==> src/rtl/pbdmux_defs.vh <==
// constants for the port b / port d alternate function override block
`ifndef PBDMUX_DEFS_VH
`define PBDMUX_DEFS_VH
`define PBD_PB_W 8
`define PBD_PD_W 7
`define PBD_PB_SCL 7
`define PBD_PB_DO 6
`define PBD_PB_SDA 5
`define PBD_PB_CMP1B 4
`define PBD_PB_CMP1A 3
`define PBD_PB_CMP0A 2
`define PBD_PB_ACN 1
`define PBD_PB_ACP 0
`define PBD_PD_CAP 6
`define PBD_PD_ECLK1 5
`define PBD_PD_ECLK0 4
`define PBD_PD_EXT1 3
`define PBD_PD_EXT0 2
`define PBD_PD_TX 1
`define PBD_PD_RX 0
`endif

==> src/rtl/pbdmux_pin.v <==
// one pad's override resolution and input synchroniser
`timescale 1ns/1ps
module pbdmux_pin (
    clk,
    rst_n,
    dir_bit,
    port_bit,
    global_pullup_disable,
    sleep_input_disable,
    pullup_override_enable,
    pullup_override_value,
    direction_override_enable,
    direction_override_value,
    value_override_enable,
    value_override_value,
    toggle_override_enable,
    input_enable_override_enable,
    input_enable_override_value,
    pad_in,
    pad_out,
    pad_oe,
    pad_pullup,
    port_bit_next,
    din_raw,
    din_sync
);
    input wire clk;
    input wire rst_n;
    input wire dir_bit;
    input wire port_bit;
    input wire global_pullup_disable;
    input wire sleep_input_disable;
    input wire pullup_override_enable;
    input wire pullup_override_value;
    input wire direction_override_enable;
    input wire direction_override_value;
    input wire value_override_enable;
    input wire value_override_value;
    input wire toggle_override_enable;
    input wire input_enable_override_enable;
    input wire input_enable_override_value;
    input wire pad_in;
    output wire pad_out;
    output wire pad_oe;
    output wire pad_pullup;
    output wire port_bit_next;
    output wire din_raw;
    output reg din_sync;

    reg s1_q;
    reg s2_q;
    reg s3_q;
    wire in_en;

    // ----------------------------------------------------------------
    // override resolution
    // ----------------------------------------------------------------
    assign pad_pullup = pullup_override_enable ? pullup_override_value :
        (~dir_bit & port_bit & ~global_pullup_disable);
    assign pad_oe = direction_override_enable ? direction_override_value :
        dir_bit;
    assign pad_out = value_override_enable ? value_override_value :
        port_bit;
    assign port_bit_next = port_bit ^ toggle_override_enable;
    // input gate: override wins over sleep
    assign in_en = input_enable_override_enable ?
        input_enable_override_value : ~sleep_input_disable;
    // raw level is unsynchronised; clock-type users resync it themselves
    assign din_raw = pad_in & in_en;

    // ----------------------------------------------------------------
    // three-stage synchroniser, change taken when stages 2 and 3 agree
    // ----------------------------------------------------------------
    always @(posedge clk) begin
        if (!rst_n) begin
            s1_q <= 1'h0;
            s2_q <= 1'h0;
            s3_q <= 1'h0;
            din_sync <= 1'h0;
        end else begin
            s1_q <= din_raw;
            s2_q <= s1_q;
            s3_q <= s2_q;
            if (s2_q == s3_q) begin
                din_sync <= s3_q;
            end
        end
    end
endmodule // pbdmux_pin

==> src/rtl/pbdmux_top.v <==
// port b and port d alternate function override mux
`timescale 1ns/1ps
`include "pbdmux_defs.vh"
module pbdmux_top #(
    parameter PB_W = `PBD_PB_W,
    parameter PD_W = `PBD_PD_W
) (
    clk,
    rst_n,
    portb_dir,
    portb_val,
    portd_dir,
    portd_val,
    global_pullup_disable,
    sleep_input_disable,
    pin_change_mask,
    pin_change_group_enable,
    timer1_compare_a_out,
    timer1_compare_a_en,
    timer1_compare_b_out,
    timer1_compare_b_en,
    timer0_compare_a_out,
    timer0_compare_a_en,
    timer0_compare_b_out,
    timer0_compare_b_en,
    timer1_control_cs,
    timer0_control_cs,
    input_capture_enable,
    ext_interrupt_zero_enable,
    ext_interrupt_one_enable,
    usart_sync_clock_out,
    usart_sync_clock_drive,
    system_clock_out,
    system_clock_out_enable,
    usart_tx_enable,
    usart_tx_data,
    usart_rx_enable,
    serial_if_2wire_mode,
    serial_if_3wire_mode,
    serial_if_clock_hold,
    serial_if_clock_toggle,
    serial_if_start_irq_enable,
    serial_if_data_out,
    serial_if_sda_out,
    portb_pad_in,
    portb_pad_out,
    portb_pad_oe,
    portb_pullup,
    portd_pad_in,
    portd_pad_out,
    portd_pad_oe,
    portd_pullup,
    portb_val_next,
    portd_val_next,
    portb_pin_sync,
    portd_pin_sync,
    pin_change_source,
    timer1_ext_clock_in,
    timer0_ext_clock_in,
    input_capture_pin,
    ext_interrupt_zero_pin,
    ext_interrupt_one_pin,
    usart_sync_clock_in,
    usart_rx_data,
    serial_if_clock_in,
    serial_if_data_in
);
    input wire clk;
    input wire rst_n;
    input wire [PB_W-1:0] portb_dir;
    input wire [PB_W-1:0] portb_val;
    input wire [PD_W-1:0] portd_dir;
    input wire [PD_W-1:0] portd_val;
    input wire global_pullup_disable;
    input wire sleep_input_disable;
    input wire [PB_W-1:0] pin_change_mask;
    input wire pin_change_group_enable;
    input wire timer1_compare_a_out;
    input wire timer1_compare_a_en;
    input wire timer1_compare_b_out;
    input wire timer1_compare_b_en;
    input wire timer0_compare_a_out;
    input wire timer0_compare_a_en;
    input wire timer0_compare_b_out;
    input wire timer0_compare_b_en;
    input wire [2:0] timer1_control_cs;
    input wire [2:0] timer0_control_cs;
    input wire input_capture_enable;
    input wire ext_interrupt_zero_enable;
    input wire ext_interrupt_one_enable;
    input wire usart_sync_clock_out;
    input wire usart_sync_clock_drive;
    input wire system_clock_out;
    input wire system_clock_out_enable;
    input wire usart_tx_enable;
    input wire usart_tx_data;
    input wire usart_rx_enable;
    input wire serial_if_2wire_mode;
    input wire serial_if_3wire_mode;
    input wire serial_if_clock_hold;
    input wire serial_if_clock_toggle;
    input wire serial_if_start_irq_enable;
    input wire serial_if_data_out;
    input wire serial_if_sda_out;
    input wire [PB_W-1:0] portb_pad_in;
    output wire [PB_W-1:0] portb_pad_out;
    output wire [PB_W-1:0] portb_pad_oe;
    output wire [PB_W-1:0] portb_pullup;
    input wire [PD_W-1:0] portd_pad_in;
    output wire [PD_W-1:0] portd_pad_out;
    output wire [PD_W-1:0] portd_pad_oe;
    output wire [PD_W-1:0] portd_pullup;
    output wire [PB_W-1:0] portb_val_next;
    output wire [PD_W-1:0] portd_val_next;
    output wire [PB_W-1:0] portb_pin_sync;
    output wire [PD_W-1:0] portd_pin_sync;
    output wire [PB_W-1:0] pin_change_source;
    output wire timer1_ext_clock_in;
    output wire timer0_ext_clock_in;
    output wire input_capture_pin;
    output wire ext_interrupt_zero_pin;
    output wire ext_interrupt_one_pin;
    output wire usart_sync_clock_in;
    output wire usart_rx_data;
    output wire serial_if_clock_in;
    output wire serial_if_data_in;

    // per-pin override vectors: pullup, direction, value, toggle, input
    reg [PB_W-1:0] b_pue, b_puv, b_dde, b_ddv, b_pve, b_pvv;
    reg [PB_W-1:0] b_pte, b_ine, b_inl;
    reg [PD_W-1:0] d_pue, d_puv, d_dde, d_ddv, d_pve, d_pvv;
    reg [PD_W-1:0] d_pte, d_ine, d_inl;
    wire [PB_W-1:0] b_raw;
    wire [PD_W-1:0] d_raw;
    wire t1_clk_en;
    wire t0_clk_en;
    wire sclk_in_en;

    assign t1_clk_en = timer1_control_cs[2] & timer1_control_cs[1];
    assign t0_clk_en = timer0_control_cs[2] & timer0_control_cs[1];
    // usart clock input wanted while receiving without driving it
    assign sclk_in_en = ~usart_sync_clock_drive & usart_rx_enable;

    // ----------------------------------------------------------------
    // port b override table
    // ----------------------------------------------------------------
    always @* begin
        b_pue = {PB_W{1'b0}};
        b_puv = {PB_W{1'b0}};
        b_dde = {PB_W{1'b0}};
        b_ddv = {PB_W{1'b0}};
        b_pve = {PB_W{1'b0}};
        b_pvv = {PB_W{1'b0}};
        b_pte = {PB_W{1'b0}};
        b_inl = {PB_W{1'b1}};
        b_ine = pin_change_mask & {PB_W{pin_change_group_enable}};
        // two-wire: pin drives only low, enabled while low, scl also while holding
        b_dde[`PBD_PB_SCL] = serial_if_2wire_mode;
        b_ddv[`PBD_PB_SCL] = (serial_if_clock_hold | ~portb_val[`PBD_PB_SCL])
            & portb_dir[`PBD_PB_SCL];
        b_pve[`PBD_PB_SCL] = serial_if_2wire_mode
            & portb_dir[`PBD_PB_SCL];
        b_pte[`PBD_PB_SCL] = serial_if_clock_toggle;
        b_ine[`PBD_PB_SCL] = b_ine[`PBD_PB_SCL]
            | serial_if_start_irq_enable;
        b_dde[`PBD_PB_SDA] = serial_if_2wire_mode;
        b_ddv[`PBD_PB_SDA] = (~serial_if_sda_out | ~portb_val[`PBD_PB_SDA])
            & portb_dir[`PBD_PB_SDA];
        b_pve[`PBD_PB_SDA] = serial_if_2wire_mode
            & portb_dir[`PBD_PB_SDA];
        b_ine[`PBD_PB_SDA] = b_ine[`PBD_PB_SDA]
            | serial_if_start_irq_enable;
        // three-wire data out: value only, direction/pullup untouched
        b_pve[`PBD_PB_DO] = serial_if_3wire_mode;
        b_pvv[`PBD_PB_DO] = serial_if_data_out;
        b_pve[`PBD_PB_CMP1B] = timer1_compare_b_en;
        b_pvv[`PBD_PB_CMP1B] = timer1_compare_b_out;
        // compare outputs reach the pad only when the direction bit is set,
        // as the value override never touches the driver enable
        b_pve[`PBD_PB_CMP1A] = timer1_compare_a_en;
        b_pvv[`PBD_PB_CMP1A] = timer1_compare_a_out;
        b_pve[`PBD_PB_CMP0A] = timer0_compare_a_en;
        b_pvv[`PBD_PB_CMP0A] = timer0_compare_a_out;
    end

    // ----------------------------------------------------------------
    // port d override table
    // ----------------------------------------------------------------
    always @* begin
        d_pue = {PD_W{1'b0}};
        d_puv = {PD_W{1'b0}};
        d_dde = {PD_W{1'b0}};
        d_ddv = {PD_W{1'b0}};
        d_pve = {PD_W{1'b0}};
        d_pvv = {PD_W{1'b0}};
        d_pte = {PD_W{1'b0}};
        d_ine = {PD_W{1'b0}};
        d_inl = {PD_W{1'b1}};
        d_ine[`PBD_PD_CAP] = input_capture_enable;
        d_pve[`PBD_PD_ECLK1] = timer0_compare_b_en;
        d_pvv[`PBD_PD_ECLK1] = timer0_compare_b_out;
        d_ine[`PBD_PD_ECLK1] = t1_clk_en;
        d_ine[`PBD_PD_ECLK0] = t0_clk_en;
        d_ine[`PBD_PD_EXT1] = ext_interrupt_one_enable;
        d_ine[`PBD_PD_EXT0] = ext_interrupt_zero_enable | sclk_in_en;
        // system clock out has priority over the usart clock
        d_pve[`PBD_PD_EXT0] = system_clock_out_enable
            | usart_sync_clock_drive;
        d_pvv[`PBD_PD_EXT0] = system_clock_out_enable ? system_clock_out :
            usart_sync_clock_out;
        d_pue[`PBD_PD_TX] = usart_tx_enable;
        d_dde[`PBD_PD_TX] = usart_tx_enable;
        d_ddv[`PBD_PD_TX] = usart_tx_enable;
        d_pve[`PBD_PD_TX] = usart_tx_enable;
        d_pvv[`PBD_PD_TX] = usart_tx_data;
        d_inl[`PBD_PD_TX] = 1'b0;
        d_pue[`PBD_PD_RX] = usart_rx_enable;
        d_puv[`PBD_PD_RX] = portd_val[`PBD_PD_RX] & ~global_pullup_disable;
        d_dde[`PBD_PD_RX] = usart_rx_enable;
        d_inl[`PBD_PD_RX] = 1'b0;
    end

    // ----------------------------------------------------------------
    // pad instances
    // ----------------------------------------------------------------
    genvar gi;
    generate
        for (gi = 0; gi < PB_W; gi = gi + 1) begin : g_pb
            pbdmux_pin u_pin (
                .clk(clk),
                .rst_n(rst_n),
                .dir_bit(portb_dir[gi]),
                .port_bit(portb_val[gi]),
                .global_pullup_disable(global_pullup_disable),
                .sleep_input_disable(sleep_input_disable),
                .pullup_override_enable(b_pue[gi]),
                .pullup_override_value(b_puv[gi]),
                .direction_override_enable(b_dde[gi]),
                .direction_override_value(b_ddv[gi]),
                .value_override_enable(b_pve[gi]),
                .value_override_value(b_pvv[gi]),
                .toggle_override_enable(b_pte[gi]),
                .input_enable_override_enable(b_ine[gi]),
                .input_enable_override_value(b_inl[gi]),
                .pad_in(portb_pad_in[gi]),
                .pad_out(portb_pad_out[gi]),
                .pad_oe(portb_pad_oe[gi]),
                .pad_pullup(portb_pullup[gi]),
                .port_bit_next(portb_val_next[gi]),
                .din_raw(b_raw[gi]),
                .din_sync(portb_pin_sync[gi])
            );
        end
        for (gi = 0; gi < PD_W; gi = gi + 1) begin : g_pd
            pbdmux_pin u_pin (
                .clk(clk),
                .rst_n(rst_n),
                .dir_bit(portd_dir[gi]),
                .port_bit(portd_val[gi]),
                .global_pullup_disable(global_pullup_disable),
                .sleep_input_disable(sleep_input_disable),
                .pullup_override_enable(d_pue[gi]),
                .pullup_override_value(d_puv[gi]),
                .direction_override_enable(d_dde[gi]),
                .direction_override_value(d_ddv[gi]),
                .value_override_enable(d_pve[gi]),
                .value_override_value(d_pvv[gi]),
                .toggle_override_enable(d_pte[gi]),
                .input_enable_override_enable(d_ine[gi]),
                .input_enable_override_value(d_inl[gi]),
                .pad_in(portd_pad_in[gi]),
                .pad_out(portd_pad_out[gi]),
                .pad_oe(portd_pad_oe[gi]),
                .pad_pullup(portd_pullup[gi]),
                .port_bit_next(portd_val_next[gi]),
                .din_raw(d_raw[gi]),
                .din_sync(portd_pin_sync[gi])
            );
        end
    endgenerate

    // ----------------------------------------------------------------
    // digital inputs to peripherals (raw; each peripheral syncs itself)
    // ----------------------------------------------------------------
    assign pin_change_source = b_raw;
    assign timer1_ext_clock_in = d_raw[`PBD_PD_ECLK1];
    assign timer0_ext_clock_in = d_raw[`PBD_PD_ECLK0];
    assign input_capture_pin = d_raw[`PBD_PD_CAP];
    assign ext_interrupt_one_pin = d_raw[`PBD_PD_EXT1];
    assign ext_interrupt_zero_pin = d_raw[`PBD_PD_EXT0];
    assign usart_sync_clock_in = d_raw[`PBD_PD_EXT0];
    // receive data bypasses the input gate that is shut for sleep
    assign usart_rx_data = portd_pad_in[`PBD_PD_RX];
    assign serial_if_clock_in = b_raw[`PBD_PB_SCL];
    assign serial_if_data_in = b_raw[`PBD_PB_SDA];
endmodule // pbdmux_top

==> config.mk <==
export PLATFORM = sky130hd
export DESIGN_NAME = pbdmux_top
export DESIGN_NICKNAME = d
export VERILOG_FILES = /design/src/rtl/pbdmux_pin.v /design/src/rtl/pbdmux_top.v
export VERILOG_INCLUDE_DIRS = /design/src /design/src/rtl
export SDC_FILE = /design/constraint.sdc
export NUM_CORES = 1
export LEC_CHECK = 0
export BUFFER_PORTS_ARGS = -buffer_cell sky130_fd_sc_hd__buf_2
export CAP_MARGIN = 20
export CORE_MARGIN = 5
export CORE_UTILIZATION = 25
export DETAILED_ROUTE_END_ITERATION = 16
export GPL_ROUTABILITY_DRIVEN = 0
export PLACE_DENSITY_LB_ADDON = 0.2
export SETUP_SLACK_MARGIN = 0.4
export SYNTH_ARGS = -nofsm -noshare
export SYNTH_HDL_FRONTEND = slang
export SYNTH_HIERARCHICAL = 1
export SYNTH_SLANG_ARGS = --single-unit
==> constraint.sdc <==
create_clock -name clk -period 0.8 [get_ports clk]
set_input_delay 0.04 -clock clk [delete_from_list [all_inputs] [get_ports clk]]
set_output_delay 0.04 -clock clk [all_outputs]
set_load 0.01 [all_outputs]
==> impl_metrics.ini <==
[grt]
busiest_layer = met2
gr-usage-met3_pct = 6.11
grt_max_degree = 61
overflow = 0
met1_usage_pct = 13.7
antenna_found_initial = 2
grt_pass1_vias = 3531
met2_usage_pct = 26.0
grt_usage_pct = 13.8
grt_first_pass_wirelength_um = 16100

[setup_path]
slowest_stage = or2_4
cp_cell_sequence = buf_12, a21o_1, or2_4, a21boi_2, buf_2
r2r_slack_ns = 0.05
worst_ep_required_time_ns = 0.76
cpPeakStageDelay_ns = 0.24
crit_fanout = 8
cp.arrival_ns = 0.84
timing.rr.end = g_pb[2].u_pin/din_sync
r2r_cells = 3
startpoint_type = primary input
cp-end-kind = output pin
crit_buf_inv = 2
crit_type = primary input to output pin
critPathTopFamily = compound AO/OA/AOI/OAI gates
r2r_start = g_pb[2].u_pin/din_sync

[place]
post-place-ws_ns = -0.152
placed_area_um2 = 4790
dpl.hpwl_um = 7190
io_buffers = 178
place_inst = 775

[sta]
fin_crit_sh_pct = 109
timing.hold.ws_ns = -0.0503
min_period_ns = 0.875
hold_viol_final = 14
rsz0062_at_grt = yes
fin_setup_tns_ns = -0.824
fin_ws_ns = -0.0751
setup_violations = 21
fmax_mhz = 1140
slew_viol_final = 0
fin_skew_ns = 0.00537

[status]
status = finished with violations
violations = negative hold slack, negative setup slack

[clocking]
root_buffer = clkbuf_16
cts_sinks = 60
clk_latency_ns = 0.31
numCtsBuffers = 9
cts_tree = done
cts_max_level = 3
clk_pin_slew_ns = 0.05
clk_path_buf_depth = 2

[power_and_ir_drop]
power.density_nw_per_um2 = 1460
power_leakage_nw = 3.21
power_mw = 9.53
ir_drop_mv = 1.21

[routing]
wire_per_inst_um = 12.8
vias = 3387
routed_wl_um = 10600
post-route-drc-count = 0
antenna_left = 0
avgViaCountPerCell = 4.09
drtIter0Drc = 74
first_pass_iters = 4

[worst_hold_path]
worstHoldEndpoint = g_pd[1].u_pin/s1_q
hold_depth = 3
worstHoldStart = portd_pad_in[1]
min_path_type = primary input to flip-flop

[finish]
fin_cells = 829
syn_to_final_growth_pct = 120
multiInputGateArea_um2 = 2670
fin_util_pct = 56.7
post-route-cell-area_um2 = 6530
seq_area_um2 = 1240
layout-drive-gt1-share_pct = 60.2
nets = 770
antenna_cells = 0
fillers = 1031

[yosys]
syn_inst = 339
syn_area_per_cell_um2 = 8.77
synthesis.area_um2 = 2970
synth_warnings = 6

[floorplan]
coreArea_um2 = 11500
start_util_pct = 25.8
die-area_um2 = 14200
die_w_um = 119
io_pins = 181
rows = 39
fp.dieH_um = 119

[job]
cap_violations = 0
## worst max path at each step
stage                                end                     from  cells after the start  slack (ns)
floorplan            usart_sync_clock_in          usart_rx_enable                      4       -0.03
global placement       serial_if_data_in  pin_change_group_enable                      5       -0.12
detailed placement  pin_change_source[5]  pin_change_group_enable                      5       -0.15
CTS                 pin_change_source[5]  pin_change_group_enable                      5       -0.12
global route           serial_if_data_in  pin_change_group_enable                      5       -0.13
finish              pin_change_source[5]  pin_change_group_enable                      5       -0.08
## report_power, final
part	switching, mW	total [mW]	internal, mW
Combinational	1.05	2.35	1.30
Sequential	0.0308	3.10	3.07
Clock	1.28	4.08	2.81
Total	2.36	9.53	7.17
## worst register-to-register path: stages (launching register included)
cell and delay [ns]:
dfxtp_2 0.33, buf_4 0.13, o21ai_2 0.10, a21boi_1 0.07
## sequential cells by signal, indices dropped and copies added (netlist names)
register / flops
g_pb.u_pin/din_sync: 8
g_pb.u_pin/s1_q: 8
g_pb.u_pin/s2_q: 8
g_pb.u_pin/s3_q: 8
g_pd.u_pin/din_sync: 7
g_pd.u_pin/s1_q: 7
g_pd.u_pin/s2_q: 7
g_pd.u_pin/s3_q: 7
## final cells by class
class | instances | share of cell area, %
clock buffers | 10 | 3.66
clock inverters | 6 | 1.32
inverters | 17 | 1.86
multi-input cells | 372 | 40.9
flip-flops and latches | 60 | 19.0
well taps | 143 | 2.74
repair buffers | 221 | 30.5
## repair_timing
item / 4_1_cts / 5_1_grt
cloned: 1 / 2
hold endpoints to repair: 15 / 14
gates resized for setup: 255 / 56
pin swaps: 60 / 51
endpoints found under the setup margin: 150 / 145
setup buffers: 22 / 13
## routing by layer
metal | up-vias | share of wire (%)
li1 | 1723 | -
met1 | 1533 | 37
met2 | 115 | 52
met3 | 12 | 8.5
met4 | 4 | 1.3
met5 | - | 0.32
## cells in the final DEF, fill, tap and decap left out, types with 13 or more instances in the layout
master and n:
conb_1 116, buf_2 104, nand2_1 73, buf_6 57, dfxtp_2 33, o21ai_2 30, buf_8 30, dfxtp_1 27
and2_4 26, buf_4 20, mux2_4 16, a21boi_2 15, o41ai_4 15, a21boi_1 15, xor2_1 14, and2_1 14
or2_4 13
Power figures use the tool's default switching activity.
